<file path="src/css_pkg.sv">
package css_pkg;
  // divisor range of the bit-rate generator
  localparam logic [7:0] DIV_MIN = 8'h00;
  localparam logic [7:0] DIV_MAX = 8'hFF;
  localparam logic [7:0] DIV_RESET = 8'h00;
  localparam int BITS_PER_BYTE = 8;
  localparam logic [3:0] BIT_COUNT_LAST = 4'h7;
  localparam logic [7:0] BYTE_RESET = 8'h00;
  localparam int SYNC_STAGES = 2;

  typedef enum logic [1:0] {
    CSS_IDLE,
    CSS_SHIFT,
    CSS_DONE
  } css_state_e;

  // control bits written by software
  typedef struct packed {
    logic tx_enable;
    logic rx_enable;
    logic ext_clock;
    logic clk_polarity;
    logic msb_first;
    logic hs_disable;
    logic hs_rts_select;
    logic tx_irq_on_done;
    logic cont_receive;
    logic data_invert;
    logic dual_clk_enable;
    logic alt_pin_select;
  } css_ctrl_s;

  // status shown to software
  typedef struct packed {
    logic tx_buffer_empty;
    logic rx_buffer_full;
    logic overrun;
    logic busy;
  } css_stat_s;
endpackage

</file>
<file path="src/css_bit_gen.sv">
`timescale 1ns/1ns
// ----------------------------------------
// bit-rate generator: one tick every n+1 cycles
// ----------------------------------------
module css_bit_gen #(
  parameter int WIDTH = 8
) (
  // clock and reset
  input wire logic CLOCK,
  input wire logic RST_N,
  // control
  input wire logic run,
  input wire logic [WIDTH-1:0] divisor,
  // tick out
  output logic tick
);
  logic [WIDTH-1:0] count_reg;

  if (WIDTH < 1)
  begin : g_bad_width
    $error("css_bit_gen: WIDTH must be positive");
  end

  always_ff @(posedge CLOCK or negedge RST_N)
  begin
    if (!RST_N)
      count_reg <= '0;
    else if (!run || count_reg == divisor)
      count_reg <= '0;
    else
      count_reg <= count_reg + 1'b1;
  end

  assign tick = run && (count_reg == divisor);
endmodule // css_bit_gen

</file>
<file path="src/css_channel.sv">
`timescale 1ns/1ns
// Functional notes
// - divisor n from 00 to FF sets the internal transfer clock rate
// - overrun overwrites receive buffer and leaves receive request low
// - serial output stays high after mode select until first transfer
// - reception only still shifts dummy transmit data out
// - serial input pin is data input when its direction bit is 0 (the direction bit is ignored here, input always read)
// - clock select 0 drives transfer clock out, 1 takes it in
// - handshake enabled with select 1 makes shared pin a send request output
// - handshake disable 1 frees shared pin as general-purpose port
// - polarity bit picks launch and sample edges
// - bit order 0 is LSB first, 1 is MSB first
// - second channel routes clock out to one of two pins
// - dual clock pins apply only with internal clock
// - dual clock pins disable the handshake on the second channel
// - continuous receive re-arms reception on receive buffer read
// - third channel inverts data on transmit write and receive read
// - transmit starts with enable, buffer full and clear-to-send low
// - receive starts with both enables and buffer full
// - receive request when byte moves to receive buffer
// - transmit request on buffer load or on shift done, by cause bit
module css_channel #(
  parameter bit HAS_DUAL_CLK = 1'b0,
  parameter bit HAS_INVERT = 1'b0
) (
  // clock and reset
  input wire logic CLOCK,
  input wire logic RST_N,
  // configuration
  input wire css_pkg::css_ctrl_s CTRL,
  input wire logic [7:0] DIVISOR,
  input wire logic RX_DIR_BIT,
  // transmit buffer write
  input wire logic TX_WRITE,
  input wire logic [7:0] TX_DATA,
  // receive buffer read
  input wire logic RX_READ,
  output logic [7:0] RX_DATA,
  // status and requests
  output css_pkg::css_stat_s STATUS,
  output logic TX_REQ,
  output logic RX_REQ,
  // serial pins
  output logic SERIAL_OUT_PIN,
  input wire logic SERIAL_IN_PIN,
  output logic RX_PORT_IN,
  input wire logic TRANSFER_CLOCK_PIN_I,
  output logic TRANSFER_CLOCK_PIN_O,
  output logic TRANSFER_CLOCK_PIN_OE,
  output logic ALTERNATE_CLOCK_OUT_PIN_O,
  output logic ALTERNATE_CLOCK_OUT_PIN_OE,
  // shared handshake pin and its port function
  input wire logic HS_PIN_I,
  output logic HS_PIN_O,
  output logic HS_PIN_OE,
  input wire logic GPIO_OUT,
  input wire logic GPIO_OE,
  output logic GPIO_IN
);
  // ----------------------------------------
  // pin synchronisers
  // ----------------------------------------
  logic [1:0] clk_sync_reg;
  logic [1:0] din_sync_reg;
  logic [1:0] cts_sync_reg;
  logic ext_clk_prev_reg;

  always_ff @(posedge CLOCK or negedge RST_N)
  begin
    if (!RST_N)
    begin
      clk_sync_reg <= 2'h3;
      din_sync_reg <= 2'h3;
      cts_sync_reg <= 2'h3;
      ext_clk_prev_reg <= 1'b1;
    end
    else
    begin
      clk_sync_reg <= {clk_sync_reg[0], TRANSFER_CLOCK_PIN_I};
      din_sync_reg <= {din_sync_reg[0], SERIAL_IN_PIN};
      cts_sync_reg <= {cts_sync_reg[0], HS_PIN_I};
      ext_clk_prev_reg <= clk_sync_reg[1];
    end
  end

  logic din_s;
  logic cts_s;
  assign din_s = din_sync_reg[1];
  assign cts_s = cts_sync_reg[1];
  assign RX_PORT_IN = din_s; // plain port use when only transmitting
  assign GPIO_IN = cts_s;

  // ----------------------------------------
  // handshake pin mode
  // ----------------------------------------
  logic dual_active;
  logic hs_active;
  logic cts_used;
  logic rts_used;
  assign dual_active = HAS_DUAL_CLK && CTRL.dual_clk_enable && !CTRL.ext_clock;
  assign hs_active = !CTRL.hs_disable && !dual_active;
  assign cts_used = hs_active && !CTRL.hs_rts_select;
  assign rts_used = hs_active && CTRL.hs_rts_select;

  // ----------------------------------------
  // buffers and state
  // ----------------------------------------
  css_pkg::css_state_e state_reg;
  logic [7:0] tx_buf_reg;
  logic tx_full_reg;
  logic [7:0] shift_out_reg;
  logic [7:0] shift_in_reg;
  logic [3:0] bit_cnt_reg;
  logic [7:0] rx_buf_reg;
  logic rx_full_reg;
  logic overrun_reg;
  logic int_clk_reg;
  logic out_reg;
  logic started_reg;
  logic rx_armed_reg;
  logic is_receiving_reg;

  // ----------------------------------------
  // transfer clock edges
  // ----------------------------------------
  logic tick;
  logic run_int;
  logic idle_level;
  logic launch_edge;
  logic sample_edge;
  logic rise;
  logic fall;

  assign run_int = (state_reg == css_pkg::CSS_SHIFT) && !CTRL.ext_clock;
  assign idle_level = !CTRL.clk_polarity;

  css_bit_gen #(.WIDTH(8)) u_bit_gen (
    .CLOCK(CLOCK),
    .RST_N(RST_N),
    .run(run_int),
    .divisor(DIVISOR),
    .tick(tick)
  );

  always_comb
  begin
    if (CTRL.ext_clock)
    begin
      rise = clk_sync_reg[1] && !ext_clk_prev_reg;
      fall = !clk_sync_reg[1] && ext_clk_prev_reg;
    end
    else
    begin
      rise = tick && !int_clk_reg;
      fall = tick && int_clk_reg;
    end
  end

  // polarity 0: launch on falling, sample on rising
  assign launch_edge = (state_reg == css_pkg::CSS_SHIFT) && (CTRL.clk_polarity ? rise : fall);
  assign sample_edge = (state_reg == css_pkg::CSS_SHIFT) && (CTRL.clk_polarity ? fall : rise);

  // external clock must rest at its idle level before a start
  logic clk_ready;
  assign clk_ready = !CTRL.ext_clock || (clk_sync_reg[1] == idle_level);

  logic start_ok;
  logic rx_gate;
  assign rx_gate = !CTRL.rx_enable || rx_armed_reg || CTRL.cont_receive;
  assign start_ok = CTRL.tx_enable && tx_full_reg && (!cts_used || !cts_s) && clk_ready
                    && rx_gate;

  logic [7:0] tx_in;
  assign tx_in = (HAS_INVERT && CTRL.data_invert) ? ~TX_DATA : TX_DATA;

  logic first_out_bit;
  assign first_out_bit = CTRL.msb_first ? tx_buf_reg[7] : tx_buf_reg[0];

  // ----------------------------------------
  // shifter state machine
  // ----------------------------------------
  always_ff @(posedge CLOCK or negedge RST_N)
  begin
    if (!RST_N)
    begin
      state_reg <= css_pkg::CSS_IDLE;
      shift_out_reg <= css_pkg::BYTE_RESET;
      shift_in_reg <= css_pkg::BYTE_RESET;
      bit_cnt_reg <= 4'h0;
      out_reg <= 1'b1;
      started_reg <= 1'b0;
      is_receiving_reg <= 1'b0;
    end
    else
    begin
      unique case (state_reg)
        css_pkg::CSS_IDLE:
        begin
          if (start_ok)
          begin
            state_reg <= css_pkg::CSS_SHIFT;
            // dummy data leaves too when only receiving
            shift_out_reg <= CTRL.msb_first ? {tx_buf_reg[6:0], 1'b0} : {1'b0, tx_buf_reg[7:1]};
            out_reg <= first_out_bit;
            started_reg <= 1'b1;
            bit_cnt_reg <= 4'h0;
            is_receiving_reg <= CTRL.rx_enable;
          end
        end
        css_pkg::CSS_SHIFT:
        begin
          if (sample_edge)
          begin
            // order of bits on the wire
            shift_in_reg <= CTRL.msb_first ? {shift_in_reg[6:0], din_s} : {din_s, shift_in_reg[7:1]};
            bit_cnt_reg <= bit_cnt_reg + 4'h1;
            if (bit_cnt_reg == css_pkg::BIT_COUNT_LAST)
              state_reg <= css_pkg::CSS_DONE;
          end
          else if (launch_edge && bit_cnt_reg != 4'h0)
          begin
            out_reg <= CTRL.msb_first ? shift_out_reg[7] : shift_out_reg[0];
            shift_out_reg <= CTRL.msb_first ? {shift_out_reg[6:0], 1'b0} : {1'b0, shift_out_reg[7:1]};
          end
        end
        css_pkg::CSS_DONE:
          state_reg <= css_pkg::CSS_IDLE;
        default:
          state_reg <= css_pkg::CSS_IDLE;
      endcase
      if (!CTRL.tx_enable && state_reg == css_pkg::CSS_IDLE)
        started_reg <= 1'b0;
    end
  end

  // internal clock toggles at each generator tick, rests at idle level
  always_ff @(posedge CLOCK or negedge RST_N)
  begin
    if (!RST_N)
      int_clk_reg <= 1'b1;
    else if (state_reg != css_pkg::CSS_SHIFT)
      int_clk_reg <= idle_level;
    else if (tick)
      int_clk_reg <= !int_clk_reg;
  end

  // ----------------------------------------
  // transmit buffer
  // ----------------------------------------
  always_ff @(posedge CLOCK or negedge RST_N)
  begin
    if (!RST_N)
    begin
      tx_buf_reg <= css_pkg::BYTE_RESET;
      tx_full_reg <= 1'b0;
    end
    else if (TX_WRITE)
    begin
      tx_buf_reg <= tx_in;
      tx_full_reg <= 1'b1;
    end
    // continuous receive sends the byte left in the buffer again as dummy data
    else if (CTRL.cont_receive && CTRL.rx_enable && RX_READ)
      tx_full_reg <= 1'b1;
    else if (state_reg == css_pkg::CSS_IDLE && start_ok)
      tx_full_reg <= 1'b0;
  end

  // ----------------------------------------
  // receive buffer
  // ----------------------------------------
  logic rx_load;
  assign rx_load = (state_reg == css_pkg::CSS_DONE) && is_receiving_reg;

  always_ff @(posedge CLOCK or negedge RST_N)
  begin
    if (!RST_N)
    begin
      rx_buf_reg <= css_pkg::BYTE_RESET;
      rx_full_reg <= 1'b0;
      overrun_reg <= 1'b0;
    end
    else
    begin
      if (rx_load)
      begin
        rx_buf_reg <= shift_in_reg; // overwritten on overrun too
        rx_full_reg <= 1'b1;
      end
      else if (RX_READ)
        rx_full_reg <= 1'b0;
      // a clearing read in the load cycle wins over a new overrun
      if (rx_load && rx_full_reg && !RX_READ)
        overrun_reg <= 1'b1;
      else if (RX_READ || !CTRL.rx_enable)
        overrun_reg <= 1'b0;
    end
  end

  // reception arms on each dummy write, or on read in continuous mode
  always_ff @(posedge CLOCK or negedge RST_N)
  begin
    if (!RST_N)
      rx_armed_reg <= 1'b0;
    else if (TX_WRITE || (CTRL.cont_receive && RX_READ))
      rx_armed_reg <= 1'b1;
    else if (state_reg == css_pkg::CSS_IDLE && start_ok)
      rx_armed_reg <= 1'b0;
  end

  assign RX_DATA = (HAS_INVERT && CTRL.data_invert) ? ~rx_buf_reg : rx_buf_reg;

  // ----------------------------------------
  // requests and status
  // ----------------------------------------
  logic tx_req_reg;
  logic rx_req_reg;
  always_ff @(posedge CLOCK or negedge RST_N)
  begin
    if (!RST_N)
    begin
      tx_req_reg <= 1'b0;
      rx_req_reg <= 1'b0;
    end
    else
    begin
      tx_req_reg <= CTRL.tx_irq_on_done ? (state_reg == css_pkg::CSS_DONE)
                    : (state_reg == css_pkg::CSS_IDLE && start_ok);
      rx_req_reg <= rx_load && !rx_full_reg;
    end
  end
  assign TX_REQ = tx_req_reg;
  assign RX_REQ = rx_req_reg;

  assign STATUS.tx_buffer_empty = !tx_full_reg;
  assign STATUS.rx_buffer_full = rx_full_reg;
  assign STATUS.overrun = overrun_reg;
  assign STATUS.busy = (state_reg != css_pkg::CSS_IDLE);

  // ----------------------------------------
  // pin drive
  // ----------------------------------------
  assign SERIAL_OUT_PIN = started_reg ? out_reg : 1'b1;
  // direction bit is not used: the serial input is always read
  logic unused_dir;
  assign unused_dir = RX_DIR_BIT;

  assign TRANSFER_CLOCK_PIN_OE = !CTRL.ext_clock && !(dual_active && CTRL.alt_pin_select);
  assign TRANSFER_CLOCK_PIN_O = int_clk_reg;
  assign ALTERNATE_CLOCK_OUT_PIN_OE = dual_active && CTRL.alt_pin_select;
  assign ALTERNATE_CLOCK_OUT_PIN_O = int_clk_reg;

  // send request low while ready to take a byte
  assign HS_PIN_OE = CTRL.hs_disable ? GPIO_OE : rts_used;
  assign HS_PIN_O = CTRL.hs_disable ? GPIO_OUT
                    : !(CTRL.rx_enable && !rx_full_reg && state_reg == css_pkg::CSS_IDLE);
endmodule // css_channel

</file>
<file path="config.mk">
export PLATFORM = sky130hd
export DESIGN_NAME = css_channel
export DESIGN_NICKNAME = d
export VERILOG_FILES = /design/src/css_pkg.sv /design/src/css_bit_gen.sv /design/src/css_channel.sv
export SDC_FILE = /design/constraint.sdc
export NUM_CORES = 1
export LEC_CHECK = 0
export BUFFER_PORTS_ARGS = -buffer_cell sky130_fd_sc_hd__buf_2
export CAP_MARGIN = 10
export CORE_UTILIZATION = 30
export DETAILED_ROUTE_END_ITERATION = 10
export PLACE_DENSITY = 0.47
export SYNTH_ARGS = -nofsm -noshare
export SYNTH_HDL_FRONTEND = slang
export SYNTH_SLANG_ARGS = --single-unit
</file>
<file path="constraint.sdc">
create_clock -name CLOCK -period 5.8 [get_ports CLOCK]
set_input_delay 0.29 -clock CLOCK [delete_from_list [all_inputs] [get_ports CLOCK]]
set_output_delay 0.29 -clock CLOCK [all_outputs]
set_load 0.01 [all_outputs]
</file>
==> results of run 1 <==
-- cell usage in the layout, fill, tap and decap left out, drive strengths merged, types with 7 or more instances in the layout --
master	netlist	final
dfstp	9	9
nor2	20	20
inv	9	9
buf	7	57
mux2i	18	18
mux2	28	28
xor2	7	7
nand2	17	17
a21oi	7	7
nand3	8	8
dfrtp	54	54
xnor2	10	10
o21ai	18	18
clkbuf	6	10
-- logic make-up (layout without fill, tap and decap cells) --
kind of cell	count (synthesis)	in the layout	share of synthesized area (%)
flops	63	63	54.28
other cells	1	1	0.1282
compound gates	36	36	7.699
mux	46	46	16.94
xor+xnor	17	17	5.090
simple gates	67	67	11.08
buf+inv	22	82	3.507
fa+ha+maj	3	3	1.283
-- metal layers --
layer	GRT usage [%]	wire (um)	vias to the layer above
met5	0	0	-
met4	3.679	70	0
met3	4.161	224	5
met2	19.81	2681	42
met1	15.88	2718	965
li1	-	-	984
-- report_power, final --
part | internal (mW) | switching [mW]
clock | 0.240 | 0.169
combinational | 0.160 | 0.160
sequential | 0.539 | 0.0767
total | 0.939 | 0.406
-- worst paths after layout --
path / slack (ps) / startpoint / end / cells after the start
setup / recovery: 3370 / state_reg[1] / shift_out_reg[5] / 6
hold / removal: 50 / SERIAL_IN_PIN / din_sync_reg[0] / 1
setup reg to reg: 3370 / state_reg[1] / shift_out_reg[5] / 6
hold reg to reg: 360 / cts_sync_reg[0] / cts_sync_reg[1] / 0
max in group asynchronous: 5150 / RST_N / tx_buf_reg[0] / 2
min in group asynchronous: 130 / RST_N / u_bit_gen.count_reg[4] / 2
-- final cells by class --
class / instances / area [sq um]
sequential: 63 / 1588
clock inverter: 6 / 85.08
multi-input combinational: 170 / 1235
fill: 928 / 5807
timing repair buffer: 57 / 290.3
inverter: 9 / 33.78
tap: 129 / 161.4
clock buffer: 10 / 127.6
-- metrics by stage --
step	hold slack [ps]	cell area [sq um]	instances
2_1_floorplan	-5.591	2925	255
3_3_place_gp	346.0	3308	428
3_5_place_dp	348.2	3308	428
4_1_cts	17.86	3521	444
5_1_grt	27.79	3521	444
6_report	47.36	3521	444
-- worst max-delay path: stages (launching register included) --
cell and delay, ps:
dfrtp_1 390, nand2b_1 490, nand2b_1 340, nor4_1 260
nor3_1 130, a21oi_4 320, mux2_2 380
==> impl_metrics.py, run 1 <==
metrics = {
    "grt": {
        "grtUsageTotal_pct": 12.37,
        "grt_pass1_vias": 2013,
        "overflow": 0,
        "grt_max_degree": 64,
        "grt_antenna_before_repair": 0,
        "grt_pass1_wl_um": 9604,
    },
    "yosys": {
        "yosysTopAreaCell": "dfrtp_1",
        "yosys-top-cells-count": "dfrtp_1 (54), mux2_2 (28), nor2_1 (20), mux2i_1 (18)",
        "syn_nets": 296,
        "netlist_area_sq_um": 2925,
        "yosys_warnings": 0,
        "synthDistinctLibCells": 41,
        "synth_most_common_cell": "dfrtp_1",
        "synth-async-reset-ratio_pct": 100.0,
        "synth_edf_count": 0,
        "synth_top_area_share_pct": 46.19,
        "syn_inst": 255,
        "ys_seq_area_share_pct": 54.28,
        "synthFlopType": "dfrtp_1",
        "synth_seq_cells": 63,
        "synthTopCellsByArea": "dfrtp_1 (46%), mux2_2 (11%), dfstp_2 (8.1%)",
        "synth.avg_cell_area_sq_um": 11.47,
    },
    "routing": {
        "ant_nets": 0,
        "vias": 1996,
        "drtIter0Drc": 56,
        "detail_route.vias_per_cell": 4.495,
        "dr.pass1.iters": 4,
        "wl_um": 5694,
        "drc_errors": 0,
        "wire_per_inst_um": 12.82,
    },
    "clock_network": {
        "clk_pin_slew_ps": 70,
        "ctsHoldBuffers": 0,
        "cts_tree": "built",
        "post_cts.repair.setup_buffers": 0,
        "htreeDepth": 3,
        "cts_root_buf": "clkbuf_8",
        "cts_buffers": 9,
        "cts_max_path_buffers": 2,
        "cts-resized-gates": 0,
        "clk_latency_ps": 340,
        "clock-sinks": 63,
    },
    "timing": {
        "finalHoldViolCount": 0,
        "setup_viol": 0,
        "drv_slew": 0,
        "fmax_mhz": 411.2,
        "finalCriticalPeriod_ps": 2432,
        "grt_setup_unrepaired": "no",
        "fin_ws_ps": 3368,
        "tightest_slew_ps": 808.7,
        "clock_skew_ps": 8.347,
        "setup_tns_ps": 0,
        "relSlewSlack_pct": 46.09,
        "fin_crit_sh_pct": 41.93,
    },
    "power": {
        "finalPower_mw": 1.345,
        "leakage_nw": 1.619,
        "irDropWorstVdd_v": 0.0001476,
        "power_density_nw_per_um2": 382.0,
    },
    "critical_path": {
        "critPathMaxFanout": 14,
        "arrival_ps": 2660,
        "worstSetupPathType": "reg -> reg",
        "startpoint_type": "flop",
        "cp-end-kind": "flop",
        "required_ps": 6020,
    },
    "placed_design": {
        "hpwl_um": 3988,
        "port_buffers": 55,
        "gp_congestion": 0.7140,
        "dp_slack_ps": 3332,
    },
    "floorplanning": {
        "die_w_um": 100.7,
        "start_util_pct": 31.36,
        "core_area_sq_um": 9328,
        "io_pins": 61,
        "rows": 35,
        "dieArea_sq_um": 10150,
        "die_y_um": 100.7,
    },
    "job": {
        "drv_cap": 0,
    },
    "layout": {
        "area_growth_pct": 20.36,
        "drive_above_1_share_pct": 35.24,
        "final_nets": 351,
        "diodes": 0,
        "utilization_pct": 37.75,
    },
    "outcome": {
        "status": "finished clean",
    },
    "worst_hold_path": {
        "hp-class": "in -> reg",
    },
}
Note: power is estimated with default switching activity, not from simulation.
==> inputs of run 2 (changes only) <==
- clock period: 5.8 -> 2.34 ns (I/O delays scaled with it)
==> impl_metrics.py, run 2 (same netlist as run 1, synthesis figures left out) <==
metrics = {
    "clock_network": {
        "cts_root_buf": "clkbuf_8",
        "post_cts.repair.setup_buffers": 0,
        "htreeDepth": 3,
        "cts_tree": "built",
        "cts_buffers": 9,
        "clk_latency_ps": 340,
        "cts_max_path_buffers": 2,
        "clk_pin_slew_ps": 80,
        "clock-sinks": 63,
    },
    "layout": {
        "diodes": 0,
        "layout_common_cells": "buf_2 (55), dfrtp_1 (54), mux2_2 (28)",
        "final_nets": 370,
        "drive_above_1_share_pct": 35.33,
        "utilization_pct": 40.04,
        "fin_area_sq_um": 3735,
        "final_common_cell": "buf_2",
        "area_growth_pct": 27.67,
    },
    "grt": {
        "grt_max_degree": 64,
        "grt_pass1_vias": 2130,
        "grt_pass1_wl_um": 10030,
        "overflow": 0,
        "grtUsageTotal_pct": 12.86,
        "grt_antenna_before_repair": 0,
    },
    "worst_hold_path": {
        "min-delay-start": "CTRL[11]",
        "hp-class": "in -> reg",
    },
    "routing": {
        "wl_um": 5821,
        "dr.pass1.iters": 4,
        "detail_route.vias_per_cell": 4.462,
        "wire_per_inst_um": 12.57,
        "drc_errors": 0,
        "vias": 2066,
        "drtIter0Drc": 46,
        "ant_nets": 0,
    },
    "placed_design": {
        "hpwl_um": 4020,
        "gp_congestion": 0.6831,
        "placed_area_sq_um": 3358,
        "port_buffers": 55,
    },
    "timing": {
        "clock_skew_ps": 11.19,
        "tightest_slew_ps": 551.8,
        "setup_viol": 0,
        "grt_setup_unrepaired": "no",
        "fmax_mhz": 454.6,
        "setup_tns_ps": 0,
        "drv_slew": 0,
        "finalCriticalPeriod_ps": 2200,
        "finalHoldViolCount": 0,
        "relSlewSlack_pct": 62.97,
        "fin_crit_sh_pct": 94.00,
    },
    "floorplanning": {
        "die_w_um": 100.7,
        "die_y_um": 100.7,
        "rows": 35,
        "dieArea_sq_um": 10150,
        "io_pins": 61,
        "core_area_sq_um": 9328,
        "start_util_pct": 31.36,
    },
    "critical_path": {
        "critPathMaxFanout": 9,
        "crit_start": "state_reg[1]",
        "arrival_ps": 2430,
        "worstSetupPathType": "reg -> reg",
        "cp-end-kind": "flop",
        "required_ps": 2570,
        "reg2reg_from": "state_reg[1]",
        "startpoint_type": "flop",
    },
    "outcome": {
        "status": "finished clean",
    },
    "job": {
        "drv_cap": 0,
    },
    "power": {
        "leakage_nw": 1.713,
        "irDropWorstVdd_v": 0.0004251,
        "finalPower_mw": 3.434,
        "power_density_nw_per_um2": 919.5,
    },
}
## run 2: cell types whose count changed in the layout (fill, tap and decap cells not counted), sizes merged
cell | previous run | this run
clkinv | 2 | 1
inv | 9 | 10
buf | 57 | 62
dlygate4sd3 | 0 | 14
## run 2: cell type report
cell class | instances | area (sq um)
Fill cell | 941 | 5593
Sequential cell | 63 | 1588
Multi-Input combinational cell | 170 | 1241
Timing Repair Buffer | 76 | 480.5
Tap cell | 129 | 161.4
Clock buffer | 10 | 137.6
Clock inverter | 6 | 92.59
Inverter | 9 | 33.78
## run 2: where the power goes
group / internal [mW] / leakage, nW / total, mW / switching (mW)
combinational: 0.432 / 0.813 / 0.839 / 0.407
clock: 0.634 / 0.109 / 1.08 / 0.444
sequential: 1.33 / 0.792 / 1.52 / 0.183
total: 2.40 / 1.71 / 3.43 / 1.03
## run 2: repair_timing
action	in CTS	in global routing
hold buffers	14	0
gates resized for setup	0	1
endpoints found under the hold margin	67	0
endpoints found under the setup margin	0	6
## run 2: worst max-delay path, stage by stage (launching register included)
cell and delay, ps:
dfrtp_1 390, or2_2 340, a2111o_1 360, or2_0 280
a21oi_4 340, mux2_2 380
## run 2: through the flow
stage                     std cells  hold WS (ps)  setup slack, ps
final                           463         29.79            140.3
after global routing            463         11.54            28.19
after CTS                       463         15.27            117.3
after detailed placement        433         159.0            123.9
after global placement          433         157.8            141.3
after floorplan                 255        -178.6            225.6
## run 2: layer usage
metal | vias up | GRT usage (%) | wire (um)
li1 | 1027 | - | -
met1 | 995 | 16.70 | 2871
met2 | 40 | 20.60 | 2672
met3 | 4 | 4.092 | 235
met4 | 0 | 3.679 | 42
met5 | - | 0 | 0
## run 2: final timing paths
check | endpoint | slack (ps) | cells past startpoint
worst max register to register | shift_out_reg[6] | 140 | 5
max in group asynchronous | din_sync_reg[1] | 1690 | 3
worst min register to register | din_sync_reg[1] | 360 | 0
min in group asynchronous | u_bit_gen.count_reg[4] | 330 | 3
worst max-delay path | shift_out_reg[6] | 140 | 5
worst min-delay path | started_reg | 30 | 2
==> inputs of run 3 (changes only) <==
- ABC_AREA: unset -> 1
- PLACE_DENSITY: 0.47 -> 0.46
==> impl_metrics.py, run 3 <==
metrics = {
    "outcome": {
        "status": "finished clean",
    },
    "timing": {
        "clock_skew_ps": 9.049,
        "fmax_mhz": 522.1,
        "finalCriticalPeriod_ps": 1915,
        "fin_crit_sh_pct": 81.85,
        "hold_ws_ps": 37.53,
        "finalHoldViolCount": 0,
        "relSlewSlack_pct": 63.03,
        "grt_setup_unrepaired": "no",
        "drv_slew": 0,
        "setup_viol": 0,
        "setup_tns_ps": 0,
        "tightest_slew_ps": 550.8,
    },
    "worst_hold_path": {
        "hp-class": "in -> reg",
        "hold_end": "ALTERNATE_CLOCK_OUT_PIN_O",
        "min-delay-start": "CTRL[8]",
        "hold_path_depth": 2,
    },
    "yosys": {
        "yosys_warnings": 0,
        "netlist_area_sq_um": 3229,
        "synth.avg_cell_area_sq_um": 8.323,
        "ys_seq_area_share_pct": 49.17,
        "synthFlopType": "dfrtp_1",
        "syn_inst": 388,
        "yosys-top-cells-count": "nand2_1 (122), dfrtp_1 (54), inv_1 (40), o21ai_0 (27), nor2_1 (26)",
        "syn_nets": 429,
        "synth-async-reset-ratio_pct": 100.0,
        "synth_edf_count": 0,
        "synth_seq_cells": 63,
        "yosysTopAreaCell": "dfrtp_1",
        "synthDistinctLibCells": 36,
        "synthTopCellsByArea": "dfrtp_1 (42%), nand2_1 (14%), dfstp_2 (7.3%)",
        "synth_top_area_share_pct": 41.84,
        "synth_most_common_cell": "nand2_1",
    },
    "routing": {
        "wl_um": 7244,
        "drtIter0Drc": 113,
        "vias": 2630,
        "wire_per_inst_um": 12.09,
        "drc_errors": 0,
        "ant_nets": 0,
        "dr.pass1.iters": 4,
        "detail_route.vias_per_cell": 4.391,
    },
    "grt": {
        "overflow": 0,
        "grtUsageTotal_pct": 14.30,
        "grt_antenna_before_repair": 0,
        "grt_pass1_vias": 2733,
        "grt_pass1_wl_um": 12740,
        "grt_max_degree": 43,
    },
    "clock_network": {
        "clk_pin_slew_ps": 70,
        "cts_buffers": 9,
        "clk_latency_ps": 330,
        "cts_root_buf": "clkbuf_8",
        "ctsHoldBuffers": 13,
        "htreeDepth": 3,
        "clock-sinks": 63,
        "post_cts.repair.setup_buffers": 0,
        "cts_max_path_buffers": 2,
        "cts_tree": "built",
        "cts-resized-gates": 0,
    },
    "floorplanning": {
        "die_y_um": 105.8,
        "dieArea_sq_um": 11180,
        "io_pins": 61,
        "start_util_pct": 31.14,
        "die_w_um": 105.8,
        "core_area_sq_um": 10370,
        "rows": 37,
    },
    "placed_design": {
        "gp_congestion": 0.7362,
        "port_buffers": 55,
        "hpwl_um": 5096,
        "dpl.cell_count": 570,
    },
    "power": {
        "irDropWorstVdd_v": 0.0003588,
        "finalPower_mw": 3.670,
        "leakage_nw": 2.080,
        "power_density_nw_per_um2": 919.7,
    },
    "critical_path": {
        "reg2reg_from": "u_bit_gen.count_reg[6]",
        "critPathMaxFanout": 22,
        "rr_endpoint": "bit_cnt_reg[0]",
        "rrSetupSlack_ps": 420,
        "startpoint_type": "flop",
        "rr_worst_depth": 12,
        "arrival_ps": 2180,
        "required_ps": 2610,
        "cp-end-kind": "flop",
        "worstSetupPathType": "reg -> reg",
    },
    "layout": {
        "area_growth_pct": 23.56,
        "drive_above_1_share_pct": 27.21,
        "diodes": 0,
        "final_nets": 499,
        "layout_common_cells": "nand2_1 (122), buf_2 (55), dfrtp_1 (54)",
        "instances_no_fill": 599,
        "final_common_cell": "nand2_1",
    },
    "job": {
        "drv_cap": 0,
    },
}
run 3: changes by cell type after synthesis, sizes merged, moves of 11 or more:
cell,previous run,this run
mux2i,18,7
nand2,17,131
nor2,20,32
nand3,8,28
mux2,28,0
o21ai,18,36
inv,9,46
run 3: layout make-up:
| cell class | instances | area [sq um] |
|---|---|---|
| fill | 1100 | 6380 |
| sequential | 63 | 1588 |
| multi-input combinational | 265 | 1378 |
| timing repair buffer | 73 | 455.4 |
| inverter | 46 | 175.2 |
| tap | 136 | 170.2 |
| clock buffer | 13 | 158.9 |
| clock inverter | 3 | 65.06 |
run 3: logic make-up (layout without fill, tap and decap cells):
logic type / Yosys count / in the layout / share of synthesized area, %
other: 1 / 1 / 0.1161
XOR/XNOR: 2 / 2 / 0.5425
buffers and inverters: 60 / 135 / 8.175
multiplexers: 7 / 7 / 2.170
flip-flops: 63 / 63 / 49.17
AND/OR/NAND/NOR: 201 / 201 / 29.25
AO/OA/AOI/OAI: 51 / 51 / 9.416
adder cells (fa/ha/maj): 3 / 3 / 1.162
run 3: how the worst max path moves through the flow:
stage / startpoint / endpoint / slack (ps) / cells past startpoint
after floorplan: state_reg[1] / shift_in_reg[2] / 800 / 9
after global placement: u_bit_gen.count_reg[5] / bit_cnt_reg[0] / 450 / 11
after detailed placement: u_bit_gen.count_reg[3] / bit_cnt_reg[0] / 440 / 12
after CTS: u_bit_gen.count_reg[3] / bit_cnt_reg[0] / 410 / 12
after global routing: u_bit_gen.count_reg[0] / bit_cnt_reg[2] / 150 / 12
final: u_bit_gen.count_reg[6] / bit_cnt_reg[0] / 420 / 12
run 3: where the power goes:
part | internal, mW | total (mW) | switching [mW]
registers | 1.33 | 1.53 | 0.199
logic | 0.421 | 1.06 | 0.637
clock network | 0.658 | 1.08 | 0.425
run 3: critical path: stages (launching register included):
cell and delay, ps:
dfrtp_1 430, inv_2 50, nand2_1 60, nand2_1 60
nor2_2 110, nand2_2 80, nor2_4 140, nand3_2 110
nand3_2 110, nand3_4 300, nand2_1 270, nand2_1 80
nand2_1 60
run 3: metal layers:
layer / wire [um] / vias to the layer above / track usage, %
li1: - / 1361 / -
met1: 3525 / 1205 / 18.86
met2: 3346 / 57 / 23.11
met3: 295 / 7 / 3.401
met4: 78 / 0 / 4.464
met5: 0 / - / 0
run 3: through the flow:
step / util [%] / area (sq um) / worst slack, ps
2_1_floorplan: - / 3229 / 795.7
3_3_place_gp: 35.06 / 3636 / 453.5
3_5_place_dp: 35.06 / 3636 / 442.6
4_1_cts: 38.48 / 3990 / 413.6
5_1_grt: 38.48 / 3990 / 146.2
6_report: 38.48 / 3990 / 424.8
